==> src/common/sslp_pkg.sv <==
// Shared constants, field layout and carrier types of the serial latch block
package sslp_pkg;

   // ------------------------------------------------------------
   // Word and selector layout
   // ------------------------------------------------------------
   localparam int WORD_W = 32;          // Serial word length
   localparam int SEL_LSB = 0;          // Selector field position
   localparam int SEL_W = 4;            // Selector field width
   localparam int LATCH_COUNT = 14;     // Latches 0 to 13
   localparam logic [3:0] SEL_LAST = 4'hD; // Highest defined selector

   // ------------------------------------------------------------
   // Latch numbers of interest
   // ------------------------------------------------------------
   localparam logic [3:0] REG_INT = 4'h0;   // Integer word, commit
   localparam logic [3:0] REG_PNUM = 4'h1;  // Primary numerator
   localparam logic [3:0] REG_ANUM = 4'h2;  // Auxiliary numerator
   localparam logic [3:0] REG_REF = 4'h4;   // Reference and mux
   localparam logic [3:0] REG_ODIV = 4'h6;  // Output divider
   localparam logic [3:0] REG_AMOD = 4'hD;  // Auxiliary modulus

   // ------------------------------------------------------------
   // Field positions inside latch words
   // ------------------------------------------------------------
   localparam int INT_LSB = 4;          // Integer word, latch 0
   localparam int INT_W = 16;
   localparam int PRESC_BIT = 20;       // 8/9 prescaler select
   localparam int AUTOCAL_BIT = 21;     // Auto calibration enable
   localparam int PNUM_LSB = 4;         // Primary numerator
   localparam int ANUM_LSB = 4;         // Auxiliary numerator
   localparam int AMOD_LSB = 4;         // Auxiliary modulus
   localparam int AUX_W = 28;
   localparam int REF_DIFF_BIT = 9;     // Differential reference
   localparam int CP_LSB = 10;          // Charge pump current
   localparam int CP_W = 4;
   localparam int DIVDB_BIT = 14;       // Divider double buffer
   localparam int RCNT_LSB = 15;        // Reference count
   localparam int RCNT_W = 10;
   localparam int HALV_BIT = 25;        // Reference halving
   localparam int DBL_BIT = 26;         // Reference doubler
   localparam int MUXSEL_LSB = 27;      // Mux select field
   localparam int MUXSEL_W = 3;
   localparam int ODIV_LSB = 21;        // Output divider select
   localparam int ODIV_W = 3;

   // ------------------------------------------------------------
   // Divider limits
   // ------------------------------------------------------------
   localparam logic [24:0] PRIMARY_MODULUS = 25'h1000000;
   localparam int PNUM_W = $clog2(PRIMARY_MODULUS);
   localparam logic [15:0] INT_MIN_45 = 16'h0017;   // 23
   localparam logic [15:0] INT_MIN_89 = 16'h004B;   // 75
   localparam logic [27:0] AMOD_MIN = 28'h0000002;
   localparam logic [9:0] RCNT_MIN = 10'h001;

   // ------------------------------------------------------------
   // Mux select codes
   // ------------------------------------------------------------
   localparam logic [2:0] MUX_LOW = 3'h0;
   localparam logic [2:0] MUX_HIGH = 3'h1;
   localparam logic [2:0] MUX_REF = 3'h2;
   localparam logic [2:0] MUX_RF = 3'h3;
   localparam logic [2:0] MUX_ALOCK = 3'h4;
   localparam logic [2:0] MUX_DLOCK = 3'h5;

   // ------------------------------------------------------------
   // Timing
   // ------------------------------------------------------------
   localparam int CLK_PERIOD_NS = 4;
   localparam int CAL_TIME_NS = 1000;   // Band selection time
   localparam int CAL_CYCLES = (CAL_TIME_NS + CLK_PERIOD_NS - 1) /
      CLK_PERIOD_NS;
   localparam int CAL_CNT_W = 9;

   // ------------------------------------------------------------
   // Register map of the bus slave
   // ------------------------------------------------------------
   localparam logic [7:0] ADDR_CTRL = 8'h00;
   localparam logic [7:0] ADDR_STATUS = 8'h04;
   localparam logic [7:0] ADDR_LIDX = 8'h08;
   localparam logic [7:0] ADDR_LDATA = 8'h0C;
   localparam logic [7:0] ADDR_PNUM = 8'h10;
   localparam logic [7:0] ADDR_ANUM = 8'h14;
   localparam logic [7:0] ADDR_AMOD = 8'h18;
   localparam logic [7:0] ADDR_REFCFG = 8'h1C;
   localparam logic [7:0] ADDR_INTCFG = 8'h20;
   localparam int CTRL_LINK_BIT = 0;    // Accept latch strobes
   localparam int CTRL_CAL_BIT = 1;     // Allow calibration
   localparam logic [1:0] CTRL_RST = 2'h3;
   localparam logic [31:0] LATCH_RST = 32'h00000000;

   // ------------------------------------------------------------
   // Carrier types
   // ------------------------------------------------------------
   typedef struct packed {
      logic [15:0] int_word;
      logic prescaler_89;
      logic [23:0] primary_fraction_numerator;
      logic [27:0] aux_fraction_numerator;
      logic [27:0] aux_modulus;
      logic doubler;
      logic ref_halving_select;
      logic [9:0] ref_count;
      logic [3:0] cp_current;
      logic [2:0] out_div;
   } sslp_active_s;

   localparam sslp_active_s ACTIVE_RST = '0;

   typedef enum logic [0:0] {CAL_IDLE, CAL_RUN} sslp_cal_e;

endpackage

==> src/sslp_top.sv <==
// Serial word shifter, latch bank and double buffered settings
`timescale 1ns/1ps
module sslp_top
   import sslp_pkg::*;
#(
   parameter int ADDR_W = 8
)
(
   // Clock and reset
   input wire logic clock,
   input wire logic nrst,
   // Three wire serial link
   input wire logic serial_clock,
   input wire logic serial_data,
   input wire logic latch_strobe,
   // APB slave
   input wire logic psel,
   input wire logic penable,
   input wire logic pwrite,
   input wire logic [ADDR_W-1:0] paddr,
   input wire logic [31:0] pwdata,
   output logic [31:0] prdata,
   output logic pready,
   output logic pslverr,
   // Internal sources for the mux output
   input wire logic digital_lock,
   input wire logic analog_lock,
   input wire logic ref_scaled,
   input wire logic rf_scaled,
   // Settings in use
   output sslp_active_s active,
   output logic ref_differential,
   output logic [2:0] mux_select,
   output logic integer_mode,
   output logic [1:0] pfd_multiplier,
   output logic [10:0] pfd_divisor,
   output logic config_valid,
   output logic test_mux_output,
   output logic cal_busy,
   output logic loop_active
);

   // ------------------------------------------------------------
   // Declarations
   // ------------------------------------------------------------
   logic [2:0] link_s;              // Synchronised link pins
   logic [3:0] src_s;               // Synchronised mux sources
   logic sclk_d;                    // Serial clock, one cycle late
   logic strobe_d;                  // Strobe, one cycle late
   logic sclk_rise;                 // Serial clock edge seen
   logic strobe_rise;               // Strobe edge seen
   logic [WORD_W-1:0] shreg;        // Input shift register
   logic [WORD_W-1:0] latch_mem [LATCH_COUNT]; // Latch bank
   logic [SEL_W-1:0] wr_sel;        // Destination selector
   logic wr_evt;                    // Word goes into a latch
   logic [7:0] wr_count;            // Latch writes, for checking
   logic [1:0] ctrl;                // Software control bits
   logic [3:0] lidx;                // Latch readback index
   logic [3:0] last_sel;            // Last accepted selector
   logic ignored;                   // Sticky: undefined selector
   sslp_cal_e cal_state;            // Calibration state
   logic [CAL_CNT_W-1:0] cal_cnt;   // Calibration cycle count
   logic apb_setup;                 // First cycle of a transfer
   logic apb_wr;                    // Write taking effect
   logic addr_hit;                  // Address is mapped
   logic [31:0] next_rdata;         // Read value before capture
   logic [7:0] addr;                // Low address byte

   // ------------------------------------------------------------
   // Pin synchronisers
   // ------------------------------------------------------------
   sslp_sync #(.WIDTH(3)) u_link_sync
   (
      .clock(clock),
      .nrst(nrst),
      .async_in({latch_strobe, serial_data, serial_clock}),
      .sync_out(link_s)
   );

   // Lock and scaled signals are asynchronous to this clock
   sslp_sync #(.WIDTH(4)) u_src_sync
   (
      .clock(clock),
      .nrst(nrst),
      .async_in({rf_scaled, ref_scaled, analog_lock, digital_lock}),
      .sync_out(src_s)
   );

   // ------------------------------------------------------------
   // Edge detection on the synchronised link
   // ------------------------------------------------------------
   always_ff @(posedge clock or negedge nrst)
   begin
      if (!nrst)
      begin
         sclk_d <= 1'b0;
         strobe_d <= 1'b0;
      end
      else
      begin
         sclk_d <= link_s[0];
         strobe_d <= link_s[2];
      end
   end

   // Data and clock share one delay, so the data bit lines up
   assign sclk_rise = link_s[0] & ~sclk_d;
   assign strobe_rise = link_s[2] & ~strobe_d;
   assign wr_sel = shreg[SEL_LSB +: SEL_W];
   // Undefined selectors and a disabled link never write
   assign wr_evt = strobe_rise & ctrl[CTRL_LINK_BIT] &
      (wr_sel <= SEL_LAST);

   // ------------------------------------------------------------
   // Shift register, first bit ends up at the top
   // ------------------------------------------------------------
   always_ff @(posedge clock or negedge nrst)
   begin
      if (!nrst)
         shreg <= LATCH_RST;
      else if (sclk_rise)
         shreg <= {shreg[WORD_W-2:0], link_s[1]};
   end

   // ------------------------------------------------------------
   // Latch bank, written by selector value
   // ------------------------------------------------------------
   // The strobe is trusted to come after the last bit
   always_ff @(posedge clock or negedge nrst)
   begin
      if (!nrst)
      begin
         for (int i = 0; i < LATCH_COUNT; i++)
            latch_mem[i] <= LATCH_RST;
      end
      else if (wr_evt)
         latch_mem[wr_sel] <= shreg;
   end

   // Bookkeeping of writes and of strobes with an undefined selector
   always_ff @(posedge clock or negedge nrst)
   begin
      if (!nrst)
      begin
         wr_count <= 8'h00;
         last_sel <= 4'h0;
         ignored <= 1'b0;
      end
      else
      begin
         if (wr_evt)
         begin
            wr_count <= wr_count + 8'h01;
            last_sel <= wr_sel;
         end
         // Setting wins over a clear in the same cycle
         if (strobe_rise && (wr_sel > SEL_LAST))
            ignored <= 1'b1;
         else if (apb_wr && addr == ADDR_STATUS && pwdata[8])
            ignored <= 1'b0;
      end
   end

   // ------------------------------------------------------------
   // Settings in use, immediate and double buffered
   // ------------------------------------------------------------
   always_ff @(posedge clock or negedge nrst)
   begin
      if (!nrst)
      begin
         active <= ACTIVE_RST;
         ref_differential <= 1'b0;
         mux_select <= MUX_LOW;
      end
      else if (wr_evt)
      begin
         if (wr_sel == REG_INT)
         begin
            // Commit point: other latches hold their newest words
            active.int_word <= shreg[INT_LSB +: INT_W];
            active.prescaler_89 <= shreg[PRESC_BIT];
            active.primary_fraction_numerator <=
               latch_mem[REG_PNUM][PNUM_LSB +: PNUM_W];
            active.aux_fraction_numerator <=
               latch_mem[REG_ANUM][ANUM_LSB +: AUX_W];
            active.aux_modulus <= latch_mem[REG_AMOD][AMOD_LSB +: AUX_W];
            active.doubler <= latch_mem[REG_REF][DBL_BIT];
            active.ref_halving_select <= latch_mem[REG_REF][HALV_BIT];
            active.ref_count <= latch_mem[REG_REF][RCNT_LSB +: RCNT_W];
            active.cp_current <= latch_mem[REG_REF][CP_LSB +: CP_W];
            if (latch_mem[REG_REF][DIVDB_BIT])
               active.out_div <=
                  latch_mem[REG_ODIV][ODIV_LSB +: ODIV_W];
         end
         else if (wr_sel == REG_REF)
         begin
            // Reference mode and mux select act at once
            ref_differential <= shreg[REF_DIFF_BIT];
            mux_select <= shreg[MUXSEL_LSB +: MUXSEL_W];
         end
         else if (wr_sel == REG_ODIV && !latch_mem[REG_REF][DIVDB_BIT])
            active.out_div <= shreg[ODIV_LSB +: ODIV_W];
      end
   end

   // ------------------------------------------------------------
   // Derived loop figures
   // ------------------------------------------------------------
   always_ff @(posedge clock or negedge nrst)
   begin
      if (!nrst)
      begin
         integer_mode <= 1'b1;
         pfd_multiplier <= 2'h1;
         pfd_divisor <= 11'h000;
         config_valid <= 1'b0;
      end
      else
      begin
         integer_mode <= (active.primary_fraction_numerator == '0) &&
            (active.aux_fraction_numerator == '0);
         // Ratio is reference times multiplier over divisor
         pfd_multiplier <= {1'b0, active.doubler} + 2'h1;
         pfd_divisor <= active.ref_halving_select ?
            {active.ref_count, 1'b0} : {1'b0, active.ref_count};
         config_valid <= (active.ref_count >= RCNT_MIN) &&
            (active.aux_modulus >= AMOD_MIN) &&
            (active.int_word >= (active.prescaler_89 ?
            INT_MIN_89 : INT_MIN_45));
      end
   end

   // ------------------------------------------------------------
   // Output multiplexer, registered
   // ------------------------------------------------------------
   always_ff @(posedge clock or negedge nrst)
   begin
      if (!nrst)
         test_mux_output <= 1'b0;
      else
      begin
         case (mux_select)
            MUX_HIGH: test_mux_output <= 1'b1;
            MUX_DLOCK: test_mux_output <= src_s[0];
            MUX_ALOCK: test_mux_output <= src_s[1];
            MUX_REF: test_mux_output <= src_s[2];
            MUX_RF: test_mux_output <= src_s[3];
            default: test_mux_output <= 1'b0;
         endcase
      end
   end

   // ------------------------------------------------------------
   // Band calibration after a commit
   // ------------------------------------------------------------
   // Fixed duration stands in for the analog band search
   always_ff @(posedge clock or negedge nrst)
   begin
      if (!nrst)
      begin
         cal_state <= CAL_IDLE;
         cal_cnt <= '0;
      end
      else
      begin
         case (cal_state)
            CAL_IDLE:
            begin
               if (wr_evt && wr_sel == REG_INT && shreg[AUTOCAL_BIT] &&
                  ctrl[CTRL_CAL_BIT])
               begin
                  cal_state <= CAL_RUN;
                  cal_cnt <= CAL_CNT_W'(CAL_CYCLES - 1);
               end
            end
            CAL_RUN:
            begin
               // A new commit restarts the search
               if (wr_evt && wr_sel == REG_INT && shreg[AUTOCAL_BIT] &&
                  ctrl[CTRL_CAL_BIT])
                  cal_cnt <= CAL_CNT_W'(CAL_CYCLES - 1);
               else if (cal_cnt == '0)
                  cal_state <= CAL_IDLE;
               else
                  cal_cnt <= cal_cnt - 1'b1;
            end
            default: cal_state <= CAL_IDLE;
         endcase
      end
   end

   assign cal_busy = (cal_state == CAL_RUN);
   assign loop_active = ~cal_busy;

   // ------------------------------------------------------------
   // APB slave
   // ------------------------------------------------------------
   assign addr = paddr[7:0];
   assign apb_setup = psel & ~penable;
   assign pready = psel & penable;      // Zero wait states
   assign apb_wr = psel & penable & pwrite;
   // Whole address compared, so on wider buses only the clear of ignored aliases the map
   assign addr_hit = (paddr[1:0] == 2'h0) &&
      (paddr <= ADDR_W'(ADDR_INTCFG));
   assign pslverr = psel & penable & ~addr_hit;

   // Writable control and index registers
   always_ff @(posedge clock or negedge nrst)
   begin
      if (!nrst)
      begin
         ctrl <= CTRL_RST;
         lidx <= 4'h0;
      end
      else if (apb_wr && addr_hit)
      begin
         if (addr == ADDR_CTRL)
            ctrl <= pwdata[1:0];
         else if (addr == ADDR_LIDX)
            lidx <= pwdata[3:0];
      end
   end

   // Read mux, captured in the setup cycle
   always_comb
   begin
      next_rdata = 32'h00000000;
      case (addr)
         ADDR_CTRL: next_rdata = {30'h0, ctrl};
         ADDR_STATUS: next_rdata = {20'h0, wr_count[2:0], ignored,
            last_sel, config_valid, integer_mode, ref_differential,
            cal_busy};
         ADDR_LIDX: next_rdata = {28'h0, lidx};
         ADDR_LDATA: next_rdata = (lidx <= SEL_LAST) ?
            latch_mem[lidx] : 32'h00000000;
         ADDR_PNUM: next_rdata = {8'h0, active.primary_fraction_numerator};
         ADDR_ANUM: next_rdata = {4'h0, active.aux_fraction_numerator};
         ADDR_AMOD: next_rdata = {4'h0, active.aux_modulus};
         ADDR_REFCFG: next_rdata = {13'h0, active.out_div,
            active.cp_current, active.doubler, active.ref_halving_select,
            active.ref_count};
         ADDR_INTCFG: next_rdata = {15'h0, active.prescaler_89,
            active.int_word};
         default: next_rdata = 32'h00000000;
      endcase
   end

   always_ff @(posedge clock or negedge nrst)
   begin
      if (!nrst)
         prdata <= 32'h00000000;
      else if (apb_setup)
         prdata <= (addr_hit && !pwrite) ? next_rdata : 32'h00000000;
   end

   // ------------------------------------------------------------
   // Checks
   // ------------------------------------------------------------
   a_shift_in: assert property (@(posedge clock) disable iff (!nrst)
      sclk_rise |=> shreg == {$past(shreg[WORD_W-2:0]), $past(link_s[1])})
      else $error("shift register did not take the data bit");

   a_latch_copy: assert property (@(posedge clock) disable iff (!nrst)
      wr_evt |=> latch_mem[$past(wr_sel)] == $past(shreg))
      else $error("latch did not receive the shifted word");

   a_undef_ignored: assert property (@(posedge clock) disable iff (!nrst)
      (strobe_rise && wr_sel > SEL_LAST) |=> $stable(wr_count))
      else $error("undefined selector wrote a latch");

   a_dbuf_hold: assert property (@(posedge clock) disable iff (!nrst)
      (wr_evt && wr_sel == REG_PNUM) |=>
      $stable(active.primary_fraction_numerator))
      else $error("buffered numerator changed without commit");

   a_dbuf_commit: assert property (@(posedge clock) disable iff (!nrst)
      (wr_evt && wr_sel == REG_INT) |=> active.aux_modulus ==
      $past(latch_mem[REG_AMOD][AMOD_LSB +: AUX_W]))
      else $error("commit did not load the auxiliary modulus");

   a_div_direct: assert property (@(posedge clock) disable iff (!nrst)
      (wr_evt && wr_sel == REG_ODIV && !latch_mem[REG_REF][DIVDB_BIT])
      |=> active.out_div == $past(shreg[ODIV_LSB +: ODIV_W]))
      else $error("divider select did not act directly");

   a_ref_mode: assert property (@(posedge clock) disable iff (!nrst)
      (wr_evt && wr_sel == REG_REF) |=>
      ref_differential == $past(shreg[REF_DIFF_BIT]))
      else $error("reference mode not taken from its bit");

   a_int_mode: assert property (@(posedge clock) disable iff (!nrst)
      (active.primary_fraction_numerator == '0 &&
      active.aux_fraction_numerator == '0) |=> integer_mode)
      else $error("zero numerators did not give integer mode");

   a_mux_high: assert property (@(posedge clock) disable iff (!nrst)
      (mux_select == MUX_HIGH) [*2] |-> test_mux_output)
      else $error("mux output not high for the high code");

   a_cal_bound: assert property (@(posedge clock) disable iff (!nrst)
      $rose(cal_busy) |-> cal_busy [*8] ##[1:260] !cal_busy)
      else $error("calibration length out of range");

endmodule

==> src/sslp_sync.sv <==
// Two flip-flop synchroniser for signals from outside the clock domain
`timescale 1ns/1ps
module sslp_sync
   import sslp_pkg::*;
#(
   parameter int WIDTH = 1
)
(
   // Clock and reset
   input wire logic clock,
   input wire logic nrst,
   // Signals
   input wire logic [WIDTH-1:0] async_in,
   output logic [WIDTH-1:0] sync_out
);

   logic [WIDTH-1:0] stage1;  // Read only by the second stage

   // ------------------------------------------------------------
   // Synchroniser chain
   // ------------------------------------------------------------
   always_ff @(posedge clock or negedge nrst)
   begin
      if (!nrst)
      begin
         stage1 <= '0;
         sync_out <= '0;
      end
      else
      begin
         stage1 <= async_in;
         sync_out <= stage1;
      end
   end

endmodule

==> config.mk <==
export PLATFORM = sky130hd
export DESIGN_NAME = sslp_top
export DESIGN_NICKNAME = d
export VERILOG_FILES = /design/src/common/sslp_pkg.sv /design/src/sslp_top.sv /design/src/sslp_sync.sv
export SDC_FILE = /design/constraint.sdc
export NUM_CORES = 1
export LEC_CHECK = 0
export BUFFER_PORTS_ARGS = -buffer_cell sky130_fd_sc_hd__clkbuf_2
export CAP_MARGIN = 30
export CORE_AREA = 2 2 248 250
export CTS_BUF_LIST = sky130_fd_sc_hd__clkbuf_8 sky130_fd_sc_hd__clkbuf_16
export DETAILED_ROUTE_END_ITERATION = 8
export DIE_AREA = 0 0 250 252
export PLACE_DENSITY = 0.68
export SYNTH_ARGS = -nofsm -noshare
export SYNTH_HDL_FRONTEND = slang
export SYNTH_SLANG_ARGS = --single-unit
==> constraint.sdc <==
create_clock -name clock -period 7.2 [get_ports clock]
set_input_delay 1.44 -clock clock [delete_from_list [all_inputs] [get_ports clock]]
set_output_delay 1.44 -clock clock [all_outputs]
set_load 0.03 [all_outputs]
==> results of run 1 <==
## layer usage
layer / share of wire (%) / track usage (%) / vias up
met1: 43 / 42.86 / 10960
met3: 7.3 / 4.684 / 176
li1: - / - / 8792
met5: 0 / 0 / -
met2: 46 / 46.76 / 912
met4: 3.2 / 10.83 / 0
## worst max-delay path, stage by stage
cell      delay [ps]
clkbuf_2         470
nor4_2           420
and2_1           190
o21ai_0          100
and2_1           210
clkbuf_2         180
## final cells by class
type	count	area, µm²	area share [%]
multi-input cells	1544	12260	36.19
clock buffers	96	2143	6.325
inverters	11	41.29	0.1219
well taps	782	978.4	2.888
flip-flops and latches	671	16810	49.61
clock inverters	27	202.7	0.5982
repair buffers	242	1446	4.269
## worst min path at each step
stage / endpoint / slack (ps) / cells after the start / start
final: u_src_sync.sync_out[1]$_DFF_PN0_ / 340 / 0 / u_src_sync.stage1[1]$_DFF_PN0_
after global routing: u_src_sync.sync_out[1]$_DFF_PN0_ / 350 / 0 / u_src_sync.stage1[1]$_DFF_PN0_
after CTS: u_src_sync.sync_out[0]$_DFF_PN0_ / 350 / 0 / u_src_sync.stage1[0]$_DFF_PN0_
after detailed placement: u_src_sync.sync_out[2]$_DFF_PN0_ / 330 / 0 / u_src_sync.stage1[2]$_DFF_PN0_
after global placement: u_src_sync.sync_out[2]$_DFF_PN0_ / 330 / 0 / u_src_sync.stage1[2]$_DFF_PN0_
after floorplan: u_link_sync.sync_out[0]$_DFF_PN0_ / 330 / 0 / u_link_sync.stage1[0]$_DFF_PN0_
## power breakdown
part | switching [W] | leakage, nW | internal [W]
clock network | 0.00153 | 1.22 | 0.00212
registers | 0.000187 | 9.29 | 0.00381
logic | 0.000145 | 6.62 | 0.0000745
total | 0.00187 | 17.1 | 0.00601
## state kept, by name (all words and copies together), names as in the netlist, 2 cells and up
signal and count:
latch_mem 433, mux_select 3, lidx 4, cal_cnt 9
u_src_sync.stage1 4, pfd_divisor 11, pfd_multiplier 2, u_link_sync.sync_out 3
u_link_sync.stage1 3, shreg 32, u_src_sync.sync_out 4, last_sel 4
prdata 32, active 114, ctrl 2, wr_count 3
## logic make-up (layout without fill, tap and decap cells)
family | count (synthesis) | in the layout | share of synthesized area, %
AND/OR/NAND/NOR | 755 | 755 | 11.29
XOR/XNOR | 8 | 8 | 0.2342
buffers and inverters | 210 | 376 | 3.090
adder cells (fa/ha/maj) | 6 | 6 | 0.2509
AO/OA/AOI/OAI | 233 | 233 | 5.294
multiplexers | 542 | 542 | 23.71
flip-flops | 671 | 671 | 56.13
## per-stage QoR
step | worst slack (ps) | hold slack, ps
final | 2751 | 338.4
after global routing | 2638 | 352.7
after CTS | 2784 | 345.6
after detailed placement | 2782 | 334.7
after global placement | 2789 | 332.5
after floorplan | 2830 | 331.2
## placed cells by master (no fill, tap or decap), types with 8 or more instances in the layout
| master | n |
|---|---|
| a21oi_1 | 46 |
| nand2b_1 | 28 |
| nor4_1 | 26 |
| mux2i_1 | 45 |
| nand2_1 | 504 |
| o22ai_1 | 10 |
| nor2b_1 | 38 |
| o31ai_1 | 13 |
| a221o_1 | 8 |
| a32oi_1 | 8 |
| nor2_1 | 29 |
| mux4_2 | 93 |
| and2_1 | 32 |
| a22oi_1 | 20 |
| clkbuf_16 | 73 |
| nor3_1 | 23 |
| a211oi_1 | 25 |
| clkbuf_8 | 23 |
| clkbuf_2 | 195 |
| o21ai_0 | 48 |
| inv_1 | 25 |
| mux2_2 | 403 |
| buf_4 | 36 |
| a211o_1 | 12 |
| nand3_1 | 16 |
| dfrtp_1 | 663 |
| a22o_1 | 10 |
==> impl_metrics.csv, run 1 <==
group,metric,value,unit
status,status,"finished, final reports clean",
route,routed_wirelength,93.21,mm
synthesis,synth_seq_cells,671,
floorplanning,dieArea,63000,µm²
worst_setup_path,ff2ff_path_depth,6,
timing,worst_pin_slew,1136,ps
clocking,hold_buffers,0,
timing,fin_crit_sh,61.79,%
worst_setup_path,required,5760,ps
global_routing,grt-ovfl-total,0,
global_routing,antenna_found_initial,0,
timing,fin_crit,4449,ps
final_layout,final_util,56.35,%
floorplanning,die_w,250,µm
place,placed_cells,3248,
clocking,postCtsResizedCells,0,
power_and_ir_drop,pwr_density_cell,232.5,nW/µm²
clocking,cts_setup_buffers,0,
global_routing,grt_max_degree,187,
synthesis,synth_flop_cell,"dfrtp_1",
final_layout,final_nets,2599,
worst_setup_path,cp-start-kind,"input port",
timing,tns,0,ps
place,place_congestion,0.9464,
place,dp_hpwl,60.39,mm
route,drtIter0Drc,2057,
floorplanning,io-pin-count,224,
floorplanning,start_util,49.76,%
route,wire_per_inst,27.63,µm
global_routing,first_global_vias,21060,
clocking,cts-buffers-inserted,71,
final_layout,stdcell_count,3373,
worst_setup_path,rr_startpoint,"ctrl[0]$_DFFE_PN1P_",
floorplanning,rows,90,
synthesis,synth_top_cell_area_share,55.78,%
floorplanning,core-area,60130,µm²
synthesis,ys_async_sr_fraction,100.0,%
timing,setup_viol,0,
power_and_ir_drop,power,0.007879,W
timing,max-slew-margin-rel,24.25,%
synthesis,synth_area,29920,µm²
clocking,cts_tree,"done",
job,drv_cap,0,
place,dpl_cell_area,31480,µm²
final_layout,final.fill_count,4914,
timing,maxSlewViolCount,0,
clocking,cts_sinks,671,
min_path,hold_class,"reg2reg",
final_layout,n_antenna_cell,0,
place,io_buffers,196,
worst_setup_path,worst_ep_arrival_time,3010,ps
worst_setup_path,critPathMaxFanout,31,
route,vias,20840,
final_layout,design_area,33880,µm²
final_layout,drive_above_1_share,34.16,%
route,drtAntennaViolNets,0,
synthesis,synth_top_cell_by_area,"dfrtp_1",
synthesis,synthTopCellsByArea,"dfrtp_1, mux2_2, mux4_2",
route,viasPerCell,6.179,
synthesis,synth.distinct_cells,64,
worst_setup_path,crit_end,"pslverr",
timing,max_freq,224.8,MHz
clocking,clock_path_buffers,3,
synthesis,ys_seq_area_share,56.13,%
synthesis,avgSynthCellArea,12.34,µm²
worst_setup_path,rrSetupSlack,3800,ps
worst_setup_path,crit_start,"paddr[3]",
power_and_ir_drop,max-vdd-ir-drop,0.1645,mV
clocking,htree_levels,3,
synthesis,ys_warn_count,0,
worst_setup_path,r2r-end,"active[49]$_DFFE_PN0P_",
timing,rsz0062_at_grt,"false",
clocking,cts_root_buffer,"clkbuf_16",
synthesis,synth.top_cells.by_count,"dfrtp_1, nand2_1, mux2_2, clkbuf_1, mux4_2",
timing,fin_skew,27.72,ps
global_routing,grt_pass1_wl,139.8,mm
global_routing,grt_usage,29.95,%
synthesis,netlist_instances,2425,
floorplanning,die_y,252,µm
final_layout,syn_to_final_growth,13.23,%
synthesis,synth_enable_flop_cells,0,
worst_setup_path,path_class,"in2out",
clocking,clk_pin_slew_worst_paths,60,ps
route,first_pass_iters,7,
route,route.detailed.drc,0,
timing,hold_viol,0,
clocking,clk-insertion-delay-late,630,ps
synthesis,yosysMostFrequentCell,"dfrtp_1",
synthesis,syn-num-nets,2483,
power_and_ir_drop,leakagePower,17.13,nW
worst_setup_path,critPathCaptureType,"output pin",
Note: power is estimated with default switching activity, not from simulation.
==> inputs of run 2 (changes only) <==
--- a/config.mk
+++ b/config.mk
@@ -5,13 +5,14 @@
 export SDC_FILE = /design/constraint.sdc
 export NUM_CORES = 1
 export LEC_CHECK = 0
+export ABC_AREA = 1
 export BUFFER_PORTS_ARGS = -buffer_cell sky130_fd_sc_hd__clkbuf_2
 export CAP_MARGIN = 30
-export CORE_AREA = 2 2 248 250
+export CORE_AREA = 2 2 249 251
 export CTS_BUF_LIST = sky130_fd_sc_hd__clkbuf_8 sky130_fd_sc_hd__clkbuf_16
 export DETAILED_ROUTE_END_ITERATION = 8
-export DIE_AREA = 0 0 250 252
-export PLACE_DENSITY = 0.68
+export DIE_AREA = 0 0 251 253
+export PLACE_DENSITY = 0.7
 export SYNTH_ARGS = -nofsm -noshare
 export SYNTH_HDL_FRONTEND = slang
 export SYNTH_SLANG_ARGS = --single-unit
==> constraint.sdc (replaced) <==
create_clock -name clock -period 3.6 [get_ports clock]
set_input_delay 0.72 -clock clock [delete_from_list [all_inputs] [get_ports clock]]
set_output_delay 0.72 -clock clock [all_outputs]
set_load 0.03 [all_outputs]
==> run 2 against run 1 <==
  * Synthesized cell count is 52% higher
  * Utilization is 0.59 points lower
  * Sequential cell count stayed put
  * Register-to-register slack worse by 3000 ps
  * Die area is 0.80% higher
  * First-iteration DRC count is 52% higher
  * Setup slack worse by 2000 ps
  * Count of clock-buffer cells in the layout is 9 lower
  * Critical path type is now reg2reg
==> impl_metrics.csv, run 2 <==
group,metric,value,unit
min_path,hold_class,"in2async",
worst_setup_path,worst_ep_arrival_time,3320,ps
timing,maxSlewViolCount,0,
route,routed_wirelength,96.27,mm
final_layout,final_nets,3825,
worst_setup_path,critPathMaxFanout,43,
global_routing,grt_max_degree,146,
final_layout,layout_common_cells,"nand2_1, dfrtp_1, nand3_1, o21ai_0, inv_1",
power_and_ir_drop,leakagePower,16.07,nW
timing,hold_viol,0,
synthesis,synth_top_family_by_area,"simple AND/OR/NAND/NOR gates",
final_layout,syn_to_final_growth,12.80,%
timing,fin_skew,19.34,ps
clocking,cts_setup_buffers,0,
worst_setup_path,path_class,"reg2reg",
route,wire_per_inst,20.89,µm
synthesis,netlist_instances,3698,
synthesis,synth_top_cell_by_area,"dfrtp_1",
global_routing,antenna_found_initial,2,
synthesis,synthTopCellsByArea,"dfrtp_1, nand2_1, nand3_1",
synthesis,synthSimpleGateAreaFrac,26.73,%
synthesis,yosysMostFrequentCell,"nand2_1",
synthesis,avgSynthCellArea,8.158,µm²
worst_setup_path,required,4110,ps
power_and_ir_drop,power_frac_seq,49.9,%
route,route.detailed.drc,0,
synthesis,synth_enable_flop_cells,0,
power_and_ir_drop,pwr_density_cell,450.5,nW/µm²
synthesis,synth_flop_cell,"dfrtp_1",
timing,max_freq,356.3,MHz
clocking,clk_pin_slew_worst_paths,70,ps
worst_setup_path,critPathCaptureType,"register",
final_layout,largest_reg_flops,433,
worst_setup_path,cp-start-kind,"register",
clocking,cts_tree,"done",
worst_setup_path,ff2ff_path_depth,6,
power_and_ir_drop,p_int,0.01187,W
global_routing,grt_usage,30.58,%
final_layout,design_area,34030,µm²
synthesis,synth.top_cells.by_count,"nand2_1, dfrtp_1, nand3_1, o21ai_0, inv_1",
clocking,clk-insertion-delay-late,610,ps
final_layout,layout_commonest_cell,"nand2_1",
timing,fin_crit,2806,ps
power_and_ir_drop,max-vdd-ir-drop,0.2974,mV
global_routing,first_global_vias,24300,
global_routing,grt-ovfl-total,0,
final_layout,drive_above_1_share,11.78,%
route,drtIter0Drc,3132,
place,io_buffers,196,
synthesis,muxShareOfSynthArea,0,%
route,first_pass_iters,6,
synthesis,synth_seq_cells,671,
timing,rsz0062_at_grt,"false",
timing,fin_crit_sh,77.95,%
route,drtAntennaViolNets,0,
synthesis,synth_xor_area_share,0.05806,%
clocking,cts_root_buffer,"clkbuf_16",
floorplanning,dieArea,63500,µm²
synthesis,synth_area,30170,µm²
route,viasPerCell,5.655,
synthesis,synth.distinct_cells,41,
final_layout,n_antenna_cell,0,
clocking,htree_levels,3,
synthesis,ys_seq_area_share,55.68,%
power_and_ir_drop,switching_share,22.60,%
final_layout,ff_latch_area,16800,µm²
power_and_ir_drop,p_switching,0.003464,W
job,drv_cap,0,
final_layout,final.fill_count,5537,
final_layout,max_flop_register,"latch_mem",
place,dpl_cell_area,31720,µm²
status,status,"finished, final reports clean",
clocking,postCtsResizedCells,0,
timing,tns,0,ps
timing,worst_pin_slew,986.2,ps
place,dp_hpwl,63.08,mm
final_layout,top_regs,"latch_mem (433), active (114)",
clocking,hold_buffers,0,
clocking,cts-buffers-inserted,70,
synthesis,ys_warn_count,0,
global_routing,grt_pass1_wl,148.4,mm
timing,setup_viol,0,
floorplanning,start_util,49.43,%
route,vias,26060,
floorplanning,core-area,61030,µm²
power_and_ir_drop,p_clk_share,47.1,%
clocking,clock_path_buffers,3,
floorplanning,io-pin-count,224,
final_layout,multi_input_area,11290,µm²
floorplanning,die_y,253,µm
clocking,cts_sinks,671,
synthesis,syn-num-nets,3756,
synthesis,synth_top_cell_area_share,55.33,%
synthesis,synth_compound_area_share,10.29,%
synthesis,ys_async_sr_fraction,100.0,%
timing,max-slew-margin-rel,34.16,%
place,place_congestion,0.9753,
floorplanning,rows,91,
power_and_ir_drop,combinationalPowerShare,3.0,%
synthesis,synth-adder-area-share,0.2488,%
floorplanning,die_w,251,µm
run 2: cell count changes in the layout (fill, tap and decap cells not counted), sizes merged, moves of 27 or more:
cell and delta:
nand2b -31, nand2 +763, nor2 +73, o21ai +484, mux2i -45, mux4 -93, and2 -33, a21oi -27
inv +228, mux2 -404, nand3 +452, nor2b -39, o211ai +34
run 2: final timing paths:
kind                                                     end                            start  slack, ps
setup / recovery                  latch_mem[310]$_DFFE_PN0P_              ctrl[0]$_DFFE_PN1P_        790
hold / removal                        prdata[11]$_DFFE_PN0P_                             nrst         80
setup reg to reg                  latch_mem[310]$_DFFE_PN0P_              ctrl[0]$_DFFE_PN1P_        790
hold reg to reg            u_link_sync.sync_out[1]$_DFF_PN0_  u_link_sync.stage1[1]$_DFF_PN0_        350
max in group asynchronous         latch_mem[127]$_DFFE_PN0P_                             nrst       2490
min in group clock            u_src_sync.stage1[3]$_DFF_PN0_                        rf_scaled        220
run 2: power by group through the flow:
stage	sequential [W]	clock (W)	combinational, W
floorplan	0.00777	0	0.000189
global placement	0.00779	0	0.000462
detailed placement	0.00779	0	0.000469
CTS	0.00765	0.00729	0.000470
global route	0.00765	0.00761	0.000522
finish	0.00765	0.00722	0.000462
run 2: worst max-delay path, cell delays in order, from the launching register on:
cell     delay [ps]
dfstp_2         550
nand3_2         220
nor2_4          320
nand2_2         160
nor2_2          510
inv_2           520
o21ai_0         350
run 2: cell type report:
cell class                 instances  area share, %
clock buffer                      87          5.968
tap                              790          2.905
sequential                       671          49.38
clock inverter                    37         0.7648
timing repair buffer             265          5.133
inverter                         239          2.662
multi-input combinational       2520          33.19
run 2: stage by stage:
step | total power [W] | std cells | setup WS [ps] | util (%) | hold WS, ps
after global placement | 0.008250 | 4479 | 796.3 | 51.81 | 332.6
after detailed placement | 0.008257 | 4484 | 747.3 | 51.97 | 335.5
final | 0.01533 | 4609 | 793.7 | 55.76 | 76.16
after floorplan | 0.007960 | 3698 | 1338 | - | 331.2
after global routing | 0.01578 | 4609 | 641.5 | 55.76 | 105.2
after CTS | 0.01542 | 4608 | 835.3 | 55.73 | 89.50
run 2: cells by family (layout without fill, tap and decap cells):
family	Yosys count	after routing
buffers and inverters	507	628
DFF	671	671
adders and majority gates	6	6
AOI/OAI and AO/OA	598	598
and+or+nand+nor	1914	1914
xor gates and xnor gates	2	2
run 2: per-layer routing:
| metal | track usage, % | routed length, µm |
|---|---|---|
| met1 | 43.74 | 40940 |
| met5 | 0 | 13 |
| met3 | 7.401 | 9847 |
| met2 | 45.07 | 42020 |
| met4 | 11.89 | 3449 |
